<file path="config.mk">
export PLATFORM = sky130hd
export DESIGN_NAME = buck_overcurrent_fault_response
export DESIGN_NICKNAME = d
export VERILOG_FILES = /design/src/bofr_pkg.sv /design/src/buck_overcurrent_fault_response.sv
export VERILOG_INCLUDE_DIRS = /design/src
export SDC_FILE = /design/constraint.sdc
export NUM_CORES = 1
export LEC_CHECK = 0
export BUFFER_PORTS_ARGS = -buffer_cell sky130_fd_sc_hd__clkbuf_2
export CAP_MARGIN = 20
export CORE_MARGIN = 1.5
export CORE_UTILIZATION = 40
export DETAILED_ROUTE_END_ITERATION = 8
export GPL_TIMING_DRIVEN = 0
export PLACE_DENSITY = 0.57
export SLEW_MARGIN = 15
export SYNTH_ARGS = -nofsm -noshare
export SYNTH_HDL_FRONTEND = slang
export SYNTH_SLANG_ARGS = --single-unit
</file>
<file path="constraint.sdc">
create_clock -name clk -period 2.25 [get_ports clk]
set_input_delay 0.1125 -clock clk [delete_from_list [all_inputs] [get_ports clk]]
set_output_delay 0.1125 -clock clk [all_outputs]
set_load 0.01 [all_outputs]
</file>
<file path="src/bofr_cfg.svh">
// Constants for the wide-input regulator fault-response block.
`ifndef BOFR_CFG_SVH
`define BOFR_CFG_SVH
`define BOFR_CLK_MHZ          100
`define BOFR_SINK_FILTER_US   20
`define BOFR_SINK_FILTER_CYC  (`BOFR_SINK_FILTER_US * `BOFR_CLK_MHZ)
`define BOFR_RESET_TIMEOUT    32'h000F4240
`define BOFR_ERR_LIMIT        4'h7
`define BOFR_STAGE_DELAY_CYC  16'h0064
// Register offsets on the plain register port.
`define BOFR_REG_STATUS       4'h0
`define BOFR_REG_CONFIG       4'h1
`define BOFR_REG_IRQ_EN       4'h2
`define BOFR_REG_IRQ_CLR      4'h3
`define BOFR_REG_STATE        4'h4
`define BOFR_REG_LATCH        4'h5
// Status field positions.
`define BOFR_ST_OVERLOAD      0
`define BOFR_ST_SHORT         1
`define BOFR_ST_SINK          2
`define BOFR_ST_OVP           3
`define BOFR_ST_TIMEOUT       4
`define BOFR_ST_WIDTH         5
// Configuration field positions and register reset values.
`define BOFR_CF_SHORT_OFF     0
`define BOFR_CF_SINK_OFF      1
`define BOFR_CF_UV_RESET      2
`define BOFR_CONFIG_RESET     3'h4
`define BOFR_IRQ_EN_RESET     5'h0A
`endif

</file>
<file path="src/bofr_pkg.sv">
// Types for the wide-input regulator fault-response block.
package bofr_pkg;
    typedef enum logic [4:0] {
        BOFR_ACTIVE = 5'h01,
        BOFR_CLAMP  = 5'h02,
        BOFR_SAFE   = 5'h04,
        BOFR_RESET  = 5'h08,
        BOFR_OFF    = 5'h10
    } bofr_state_type;
endpackage : bofr_pkg

</file>
<file path="src/buck_overcurrent_fault_response.sv">
// Fault-response sequencer for the wide-input step-down regulator.
// Notes on behaviour
// - Overload on either transistor sets overload flag; regulator keeps running.
// - Short circuit: high side off, low side on until below overload, then disable.
// - Short with off select 1: all regulators off, discharge on, enter OFF.
// - Short-circuit flag held in always-on latch through OFF, reported at power-up.
// - Short with off select 0: all regulators off, discharge off, enter SAFE.
// - In SAFE, outputs below undervoltage and undervoltage reset enabled: enter RESET.
// - In RESET wide-input regulator on, then low-voltage buck, then boost.
// - In RESET monitoring stays active; critical fault keeps wide-input regulator off.
// - RESET timeout without recovery moves device to OFF.
// - Short circuit through SAFE path drives interrupt low, increments error counter.
// - Sink overcurrent sets flag; persisting past 20 us turns regulator off.
// - Sink fault with off select 1 enters OFF, latch holds sink indication.
// - Sink fault with off select 0 enters SAFE, interrupt low, counter increments.
// - Sink detection masked from regulator enable until output passes undervoltage.
// - Overvoltage protection flag disables the wide-input regulator.
// - Fixed switching frequency, lowered only when on/off-time limits force it.
// - Error counter at power-down threshold sends the next fault to OFF instead of SAFE.
`include "bofr_cfg.svh"
module buck_overcurrent_fault_response #(
    parameter int unsigned SINK_FILTER_CYC = `BOFR_SINK_FILTER_CYC,
    parameter int unsigned RESET_TIMEOUT   = `BOFR_RESET_TIMEOUT,
    parameter int unsigned SWITCH_DIV      = 45
) (
    input  wire logic        clk,
    input  wire logic        arst_n,
    input  wire logic        hsOverload,
    input  wire logic        lsOverload,
    input  wire logic        hsShort,
    input  wire logic        lsShort,
    input  wire logic        lsSink,
    input  wire logic        ovpDetect,
    input  wire logic        minTimeLimit,
    input  wire logic        wideUvOk,
    input  wire logic        lowBuckUvOk,
    input  wire logic        allBelowUv,
    input  wire logic        powerUp,
    input  wire logic [3:0]  regAddr,
    input  wire logic [7:0]  regWdata,
    input  wire logic        regWrite,
    input  wire logic        regRead,
    output logic      [7:0]  regRdata,
    output logic             highSideOn,
    output logic             lowSideOn,
    output logic             wideEnable,
    output logic             lowBuckEnable,
    output logic             boostEnable,
    output logic             dischargeEnable,
    output logic             switchTick,
    output logic             interrupt_out_n
);
    // Refuse counts the counters cannot hold; the timeout must outlast the boost stage delay.
    if (SINK_FILTER_CYC < 1 || SWITCH_DIV < 2 || SWITCH_DIV > 256 ||
        RESET_TIMEOUT <= `BOFR_STAGE_DELAY_CYC) begin : g_param_check
        $error("buck_overcurrent_fault_response: parameter out of range");
    end

    bofr_pkg::bofr_state_type state;
    bofr_pkg::bofr_state_type next_state;
    logic [`BOFR_ST_WIDTH-1:0] regulator_safety_status;
    logic [`BOFR_ST_WIDTH-1:0] irqEnable;
    logic [`BOFR_ST_WIDTH-1:0] statusSet;
    logic [`BOFR_ST_WIDTH-1:0] statusClr;
    logic [2:0]  cfgBits;
    logic [1:0]  analogLatch;
    logic [1:0]  latchSet;
    logic [1:0]  latchClr;
    logic [3:0]  errorCount;
    logic [31:0] sinkCount;
    logic [31:0] resetCount;
    logic [15:0] stageCount;
    logic [7:0]  divCount;
    logic        sinkMasked;
    logic        anyShort;
    logic        anyOverload;
    logic        sinkFault;
    logic        shortDone;
    logic        critical;
    logic        toSafe;
    logic        short_circuit_off_select;
    logic        sink_fault_off_select;
    logic        undervoltage_reset_select;

    assign short_circuit_off_select  = cfgBits[`BOFR_CF_SHORT_OFF];
    assign sink_fault_off_select     = cfgBits[`BOFR_CF_SINK_OFF];
    assign undervoltage_reset_select = cfgBits[`BOFR_CF_UV_RESET];

    // Fault qualification; a short overrides a plain overload.
    assign anyShort    = hsShort | lsShort;
    assign anyOverload = (hsOverload | lsOverload) & ~anyShort;
    assign shortDone   = (state == bofr_pkg::BOFR_CLAMP) & ~lsOverload;
    assign sinkFault   = (sinkCount >= SINK_FILTER_CYC);
    assign critical    = anyShort | ovpDetect | sinkFault;
    assign toSafe      = errorCount < `BOFR_ERR_LIMIT;

    // Sink detection is blanked while the regulator ramps after enable.
    always_ff @(posedge clk or negedge arst_n) begin
        if (!arst_n) begin
            sinkMasked <= 1'b1;
        end else if (!wideEnable) begin
            sinkMasked <= 1'b1;
        end else if (wideUvOk) begin
            sinkMasked <= 1'b0;
        end
    end

    // Duration filter for low-side sink overcurrent.
    always_ff @(posedge clk or negedge arst_n) begin
        if (!arst_n) begin
            sinkCount <= 32'h0;
        end else if (lsSink && !sinkMasked && wideEnable) begin
            if (!sinkFault) begin
                sinkCount <= sinkCount + 32'h1;
            end
        end else begin
            sinkCount <= 32'h0;
        end
    end

    // Next-state logic of the fault sequencer.
    always_comb begin
        next_state = state;
        case (state)
            bofr_pkg::BOFR_ACTIVE: begin
                if (anyShort) begin
                    next_state = bofr_pkg::BOFR_CLAMP;
                end else if (sinkFault) begin
                    next_state = (sink_fault_off_select || !toSafe) ? bofr_pkg::BOFR_OFF
                                                                    : bofr_pkg::BOFR_SAFE;
                end else if (ovpDetect) begin
                    next_state = toSafe ? bofr_pkg::BOFR_SAFE : bofr_pkg::BOFR_OFF;
                end
            end
            bofr_pkg::BOFR_CLAMP: begin
                if (shortDone) begin
                    next_state = (short_circuit_off_select || !toSafe) ? bofr_pkg::BOFR_OFF
                                                                       : bofr_pkg::BOFR_SAFE;
                end
            end
            bofr_pkg::BOFR_SAFE: begin
                if (allBelowUv && undervoltage_reset_select) begin
                    next_state = bofr_pkg::BOFR_RESET;
                end
            end
            bofr_pkg::BOFR_RESET: begin
                if (resetCount >= RESET_TIMEOUT) begin
                    next_state = bofr_pkg::BOFR_OFF;
                end else if (boostEnable && !critical) begin
                    next_state = bofr_pkg::BOFR_ACTIVE;
                end
            end
            bofr_pkg::BOFR_OFF: begin
                if (powerUp) begin
                    next_state = bofr_pkg::BOFR_RESET;
                end
            end
            default: begin
                next_state = bofr_pkg::BOFR_OFF;
            end
        endcase
    end

    // State register.
    always_ff @(posedge clk or negedge arst_n) begin
        if (!arst_n) begin
            state <= bofr_pkg::BOFR_RESET;
        end else begin
            state <= next_state;
        end
    end

    // RESET timeout and staging counters.
    always_ff @(posedge clk or negedge arst_n) begin
        if (!arst_n) begin
            resetCount <= 32'h0;
            stageCount <= 16'h0;
        end else if (state != bofr_pkg::BOFR_RESET) begin
            resetCount <= 32'h0;
            stageCount <= 16'h0;
        end else begin
            resetCount <= resetCount + 32'h1;
            if (lowBuckEnable && stageCount < `BOFR_STAGE_DELAY_CYC) begin
                stageCount <= stageCount + 16'h1;
            end
        end
    end

    // Regulator enables: staged re-enable in RESET, all off in SAFE/OFF.
    always_ff @(posedge clk or negedge arst_n) begin
        if (!arst_n) begin
            wideEnable      <= 1'b0;
            lowBuckEnable   <= 1'b0;
            boostEnable     <= 1'b0;
            dischargeEnable <= 1'b0;
        end else begin
            case (next_state)
                bofr_pkg::BOFR_RESET: begin
                    wideEnable      <= ~critical;
                    lowBuckEnable   <= ~critical & wideEnable & wideUvOk;
                    boostEnable     <= ~critical & lowBuckEnable & lowBuckUvOk &
                                       (stageCount >= `BOFR_STAGE_DELAY_CYC);
                    dischargeEnable <= 1'b0;
                end
                bofr_pkg::BOFR_ACTIVE: begin
                    wideEnable      <= 1'b1;
                    lowBuckEnable   <= lowBuckEnable;
                    boostEnable     <= boostEnable;
                    dischargeEnable <= 1'b0;
                end
                bofr_pkg::BOFR_CLAMP: begin
                    wideEnable      <= 1'b1;
                    lowBuckEnable   <= lowBuckEnable;
                    boostEnable     <= boostEnable;
                    dischargeEnable <= 1'b0;
                end
                bofr_pkg::BOFR_OFF: begin
                    wideEnable      <= 1'b0;
                    lowBuckEnable   <= 1'b0;
                    boostEnable     <= 1'b0;
                    dischargeEnable <= 1'b1;
                end
                default: begin
                    wideEnable      <= 1'b0;
                    lowBuckEnable   <= 1'b0;
                    boostEnable     <= 1'b0;
                    dischargeEnable <= 1'b0;
                end
            endcase
        end
    end

    // Switching clock: fixed period, stretched while on/off-time limits bind.
    always_ff @(posedge clk or negedge arst_n) begin
        if (!arst_n) begin
            divCount   <= 8'h0;
            switchTick <= 1'b0;
        end else if (divCount >= 8'(SWITCH_DIV - 1) && !minTimeLimit) begin
            divCount   <= 8'h0;
            switchTick <= wideEnable;
        end else begin
            if (divCount < 8'(SWITCH_DIV - 1)) begin
                divCount <= divCount + 8'h1;
            end
            switchTick <= 1'b0;
        end
    end

    // Power stage: high side off at once on a short, low side clamped on.
    always_ff @(posedge clk or negedge arst_n) begin
        if (!arst_n) begin
            highSideOn <= 1'b0;
            lowSideOn  <= 1'b0;
        end else if (next_state == bofr_pkg::BOFR_CLAMP) begin
            highSideOn <= 1'b0;
            lowSideOn  <= 1'b1;
        end else if (next_state == bofr_pkg::BOFR_ACTIVE) begin
            highSideOn <= ~anyShort;
            lowSideOn  <= 1'b0;
        end else begin
            highSideOn <= 1'b0;
            lowSideOn  <= 1'b0;
        end
    end

    // Error counter counts SAFE-path faults; cleared by a fresh power-up.
    always_ff @(posedge clk or negedge arst_n) begin
        if (!arst_n) begin
            errorCount <= 4'h0;
        end else if (state == bofr_pkg::BOFR_OFF && powerUp) begin
            errorCount <= 4'h0;
        end else if (next_state == bofr_pkg::BOFR_SAFE && state != bofr_pkg::BOFR_SAFE) begin
            errorCount <= errorCount + 4'h1;
        end
    end

    // Always-on latch keeps OFF-path fault causes for the next power-up; a new cause wins over a clear.
    always_ff @(posedge clk or negedge arst_n) begin
        if (!arst_n) begin
            analogLatch <= 2'h0;
        end else begin
            analogLatch <= (analogLatch & ~latchClr) | latchSet;
        end
    end

    // Latch clear by software and latch set on entry into OFF.
    assign latchClr = (regWrite && regAddr == `BOFR_REG_LATCH) ? regWdata[1:0] : 2'h0;
    assign latchSet = (next_state == bofr_pkg::BOFR_OFF && state != bofr_pkg::BOFR_OFF) ?
                      {sinkFault, state == bofr_pkg::BOFR_CLAMP} : 2'h0;

    // Sticky status events; a set wins over a clear in the same cycle.
    assign statusSet[`BOFR_ST_OVERLOAD] = anyOverload & wideEnable;
    assign statusSet[`BOFR_ST_SHORT]    = shortDone | (state == bofr_pkg::BOFR_OFF & powerUp & analogLatch[0]);
    assign statusSet[`BOFR_ST_SINK]     = (lsSink & ~sinkMasked & wideEnable) |
                                          (state == bofr_pkg::BOFR_OFF & powerUp & analogLatch[1]);
    assign statusSet[`BOFR_ST_OVP]      = ovpDetect;
    assign statusSet[`BOFR_ST_TIMEOUT]  = (state == bofr_pkg::BOFR_RESET) & (next_state == bofr_pkg::BOFR_OFF);
    assign statusClr = (regWrite && regAddr == `BOFR_REG_IRQ_CLR) ? regWdata[`BOFR_ST_WIDTH-1:0]
                                                                  : '0;

    always_ff @(posedge clk or negedge arst_n) begin
        if (!arst_n) begin
            regulator_safety_status <= '0;
        end else begin
            regulator_safety_status <= (regulator_safety_status & ~statusClr) | statusSet;
        end
    end

    // Configuration and interrupt enable registers.
    always_ff @(posedge clk or negedge arst_n) begin
        if (!arst_n) begin
            cfgBits   <= `BOFR_CONFIG_RESET;
            irqEnable <= `BOFR_IRQ_EN_RESET;
        end else if (regWrite) begin
            if (regAddr == `BOFR_REG_CONFIG) begin
                cfgBits <= regWdata[2:0];
            end
            if (regAddr == `BOFR_REG_IRQ_EN) begin
                irqEnable <= regWdata[`BOFR_ST_WIDTH-1:0];
            end
        end
    end

    // Read data one cycle after the read strobe; unmapped reads give zero.
    always_ff @(posedge clk or negedge arst_n) begin
        if (!arst_n) begin
            regRdata <= 8'h00;
        end else if (regRead) begin
            case (regAddr)
                `BOFR_REG_STATUS: regRdata <= {3'h0, regulator_safety_status};
                `BOFR_REG_CONFIG: regRdata <= {5'h00, cfgBits};
                `BOFR_REG_IRQ_EN: regRdata <= {3'h0, irqEnable};
                `BOFR_REG_STATE:  regRdata <= {errorCount[2:0], state};
                `BOFR_REG_LATCH:  regRdata <= {6'h00, analogLatch};
                default:          regRdata <= 8'h00;
            endcase
        end else begin
            regRdata <= 8'h00;
        end
    end

    // Active-low level interrupt while any enabled status bit is set.
    assign interrupt_out_n = ~|(regulator_safety_status & irqEnable);

    AST_SHORT_HS_OFF: assert property (@(posedge clk) disable iff (!arst_n)
        anyShort |=> !highSideOn) else $error("high side on after short");
    AST_CLAMP_LS_ON: assert property (@(posedge clk) disable iff (!arst_n)
        state == bofr_pkg::BOFR_CLAMP |-> lowSideOn) else $error("low side not clamped");
    AST_SHORT_OFF: assert property (@(posedge clk) disable iff (!arst_n)
        shortDone && short_circuit_off_select |=> state == bofr_pkg::BOFR_OFF && analogLatch[0])
        else $error("short did not reach OFF");
    AST_OFF_DISCHARGE: assert property (@(posedge clk) disable iff (!arst_n)
        state == bofr_pkg::BOFR_OFF |-> dischargeEnable && !wideEnable) else $error("OFF outputs wrong");
    AST_SAFE_QUIET: assert property (@(posedge clk) disable iff (!arst_n)
        state == bofr_pkg::BOFR_SAFE |-> !wideEnable && !boostEnable && !dischargeEnable)
        else $error("SAFE outputs wrong");
    AST_SAFE_TO_RESET: assert property (@(posedge clk) disable iff (!arst_n)
        state == bofr_pkg::BOFR_SAFE && allBelowUv && undervoltage_reset_select |=> state == bofr_pkg::BOFR_RESET)
        else $error("SAFE did not recover");
    AST_STAGE_ORDER: assert property (@(posedge clk) disable iff (!arst_n)
        $rose(boostEnable) |-> lowBuckEnable) else $error("boost before low buck");
    AST_SAFE_COUNT: assert property (@(posedge clk) disable iff (!arst_n)
        state != bofr_pkg::BOFR_SAFE ##1 state == bofr_pkg::BOFR_SAFE |-> errorCount == $past(errorCount) + 4'h1)
        else $error("error counter missed");
    AST_ERR_LIMIT: assert property (@(posedge clk) disable iff (!arst_n)
        $rose(state == bofr_pkg::BOFR_SAFE) |-> $past(errorCount) < `BOFR_ERR_LIMIT)
        else $error("SAFE entered past error limit");
    AST_SINK_MASK: assert property (@(posedge clk) disable iff (!arst_n)
        sinkMasked |-> sinkCount == 32'h0) else $error("sink counted while masked");
    AST_IRQ_LEVEL: assert property (@(posedge clk) disable iff (!arst_n)
        (regulator_safety_status & irqEnable) != '0 |-> !interrupt_out_n) else $error("irq not driven");
    COV_SHORT_SAFE: cover property (@(posedge clk) disable iff (!arst_n)
        state == bofr_pkg::BOFR_CLAMP ##1 state == bofr_pkg::BOFR_SAFE);
    COV_RECOVER: cover property (@(posedge clk) disable iff (!arst_n)
        state == bofr_pkg::BOFR_RESET ##1 state == bofr_pkg::BOFR_ACTIVE);
    COV_SINK_OFF: cover property (@(posedge clk) disable iff (!arst_n)
        sinkFault && sink_fault_off_select ##1 state == bofr_pkg::BOFR_OFF);

endmodule : buck_overcurrent_fault_response

</file>
==> results_dict.tcl <==
set metrics [dict create \
    drtIter0Drc 440 \
    critPathLaunch "sinkCount[28]$_DFFE_PN0P_" \
    die_h_um 126.3 \
    dieWidth_um 126.3 \
    final_common_cell "dfrtp_1" \
    gp_congestion 0.8030 \
    critPathCaptureType "flip-flop" \
    utilization_pct 50.30 \
    synth_nets 623 \
    die-area_um2 15940 \
    regToRegSetupSlack_ns 0.07 \
    grt_pass1_wl_mm 23.03 \
    rr_startpoint "sinkCount[28]$_DFFE_PN0P_" \
    maxCapViolations 0 \
    setup_viol 0 \
    viasPerCell 5.316 \
    cts_tree "done" \
    ant_nets 0 \
    clock_sinks 128 \
    crit_end "sinkCount[6]$_DFFE_PN0P_" \
    clk_path_buf_depth 2 \
    firstDrtPassIters 4 \
    rows 44 \
    cts_buffers 17 \
    grt_use_total_pct 18.31 \
    grt_start_max_net_pins 94 \
    worstPathRequired_ns 2.58 \
    post-dp-hpwl_mm 9.243 \
    p_leak_nw 3.319 \
    rsz0062_at_grt "yes" \
    final_cell_mix "dfrtp_1, nor2_1, nand2_1" \
    ys_async_sr_fraction_pct 100.0 \
    grt_pass1_vias 4654 \
    dp_cells 811 \
    synth-edff-count 0 \
    wl_per_cell_um 15.51 \
    syn_avg_cell_area_um2 10.35 \
    syn_to_final_growth_pct 21.66 \
    antenna_found_initial 0 \
    ys_warn_count 0 \
    finalHoldViolCount 0 \
    power_density_nw_per_um2 827.7 \
    fin_nets 703 \
    tightest_slew_ns 0.5811 \
    ys.flop_type "dfrtp_1" \
    ioPinCount 43 \
    clk_pin_slew_ns 0.05 \
    vdd.ir_drop.worst_mv 0.6140 \
    ys_seq_elements 128 \
    slew_viol_final 0 \
    start_util_pct 41.34 \
    vias 4593 \
    path_class "flip-flop to flip-flop" \
    grt_remaining_overflow 0 \
    fin_crit_ns 2.180 \
    synth_cell_types 63 \
    drive_gt1_share_pct 17.94 \
    outcome "finished, final reports clean" \
    final-instance-count-excl-fill 864 \
    drc 0 \
    clk_latency_ns 0.42 \
    core_um2 14700 \
    fin_crit_sh_pct 96.89 \
    ys_seq_area_share_pct 52.81 \
    cts.htree.levels 4 \
    arrival_ns 2.51 \
    antenna_cells 0 \
    synth_area_um2 6077 \
    max_freq_mhz 458.7 \
    fin_worst_skew_ns 0.01093 \
    syn_inst 587 \
    root_buffer "clkbuf_16" \
    portBuffers 39 \
    critPathMaxFanout 10 \
    hold_path.class "input port to flip-flop" \
    worst_r2r_path_depth 6 \
    reg2reg_to "sinkCount[6]$_DFFE_PN0P_" \
    slew_headroom_pct 60.26 \
    startpoint_type "flip-flop" \
    drt_wl_total_mm 13.40 \
    setup_tns_ns 0 \
]
==> routing by layer <==
| metal | vias to the layer above | global-route usage [%] | share of wire, % |
|---|---|---|---|
| li1 | 2263 | - | - |
| met1 | 2234 | 25.74 | 51 |
| met4 | 0 | 6.085 | 1.2 |
| met3 | 12 | 5.013 | 4.4 |
| met5 | - | 0 | 0 |
| met2 | 84 | 27.44 | 44 |
==> worst min path at each step <==
stage,depth (start not counted),slack [ns],start,endpoint
finish,3,0.02,hsOverload,regulator_safety_status[0]$_DFF_PN0_
global route,2,0.04,ovpDetect,regulator_safety_status[3]$_DFF_PN0_
CTS,3,0.001,hsOverload,regulator_safety_status[0]$_DFF_PN0_
detailed placement,1,0.05,arst_n,divCount[0]$_DFFE_PN0P_
global placement,2,0.32,wideUvOk,sinkMasked$_DFFE_PN1P_
floorplan,0,-0.18,arst_n,analogLatch[0]$_DFF_PN0_
==> flip-flops by register name, summed over array words and instances (netlist names) <==
| register | flops |
|---|---|
| state | 5 |
| divCount | 8 |
| switchTick | 1 |
| analogLatch | 2 |
| lowBuckEnable | 1 |
| dischargeEnable | 1 |
| cfgBits | 3 |
| stageCount | 16 |
| sinkMasked | 1 |
| irqEnable | 5 |
| regRdata | 8 |
| boostEnable | 1 |
| resetCount | 32 |
| errorCount | 4 |
| regulator_safety_status | 5 |
| highSideOn | 1 |
| sinkCount | 32 |
| lowSideOn | 1 |
| wideEnable | 1 |
==> timing repair <==
action                                  CTS  global route
buffers inserted                          0             9
hold endpoints to repair                 52             0
hold buffers                             12             0
pin swaps                                 0             7
gates resized for setup                   3            17
endpoints found under the setup margin    6            45
==> per-stage QoR <==
stage	setup WS (ns)	cell area, µm²	total power [mW]	hold slack, ns
6_report	0.06996	7393	6.119	0.02474
5_1_grt	-0.1266	7393	6.440	0.03568
4_1_cts	-0.001630	7254	6.155	0.001410
3_5_place_dp	-0.2779	6539	3.396	0.04719
3_3_place_gp	-0.9358	6502	3.378	0.3250
2_1_floorplan	0.1943	6077	3.115	-0.1831
==> logic make-up (layout without fill, tap and decap cells) <==
kind of cell	count (synthesis)	count (layout)	synth area share, %
multiplexers	20	20	3.521
XOR/XNOR	34	34	4.900
adder cells (fa/ha/maj)	9	9	1.853
flip-flops	128	128	52.81
AO/OA/AOI/OAI	91	91	10.19
AND/OR/NAND/NOR	268	268	24.38
buffers and inverters	37	130	2.347
==> critical path, stage by stage, from the launching register on <==
cell and delay (ns):
dfrtp_1 0.40, nor4_4 0.30, nand4_1 0.17, or3_1 0.41, buf_6 0.15, or4_1 0.53, a21oi_2 0.15
==> cells in the mapped netlist, types with 3 or more instances <==
library cell  count  area (µm²)
dfrtp_1         123        3078
nor2_1           58       217.7
nand2_1          40       150.1
and2_1           38       237.7
nand3_1          28       140.1
a21oi_1          23       115.1
inv_1            21       78.83
nand4_1          20       125.1
nor4_1           19       118.9
xor2_1           19       166.4
o21ai_0          18       90.09
xnor2_1          15       131.4
clkbuf_1         12       45.04
mux2_2           11       123.9
nor3_1           10       50.05
or3_1            10       62.56
ha_1              9       112.6
mux2i_1           9       90.09
and3_1            8       50.05
a21o_1            6       45.04
o21a_1            6       45.04
or4_1             6       45.04
dfstp_2           5       131.4
nor2b_1           5       31.28
o21ai_1           4       20.02
o31ai_1           4       30.03
or2_2             4       25.02
a2bb2oi_1         3       26.28
buf_2             3       15.01
nor3b_1           3       22.52
o22ai_1           3       18.77
==> power by group <==
group | total (mW) | internal (mW) | switching [mW]
logic | 0.788 | 0.328 | 0.461
clock network | 2.71 | 1.76 | 0.948
registers | 2.62 | 2.46 | 0.158
total | 6.12 | 4.55 | 1.57
==> final cells by class <==
| cell class | instances | area, µm² |
|---|---|---|
| timing repair buffer | 61 | 419.2 |
| clock buffer | 25 | 465.4 |
| clock inverter | 7 | 112.6 |
| buffer | 16 | 71.32 |
| inverter | 21 | 78.83 |
| tap | 184 | 230.2 |
| sequential | 128 | 3209 |
| fill | 1333 | 7306 |
| multi-input combinational | 422 | 2806 |
Note: power is estimated with default switching activity, not from simulation.
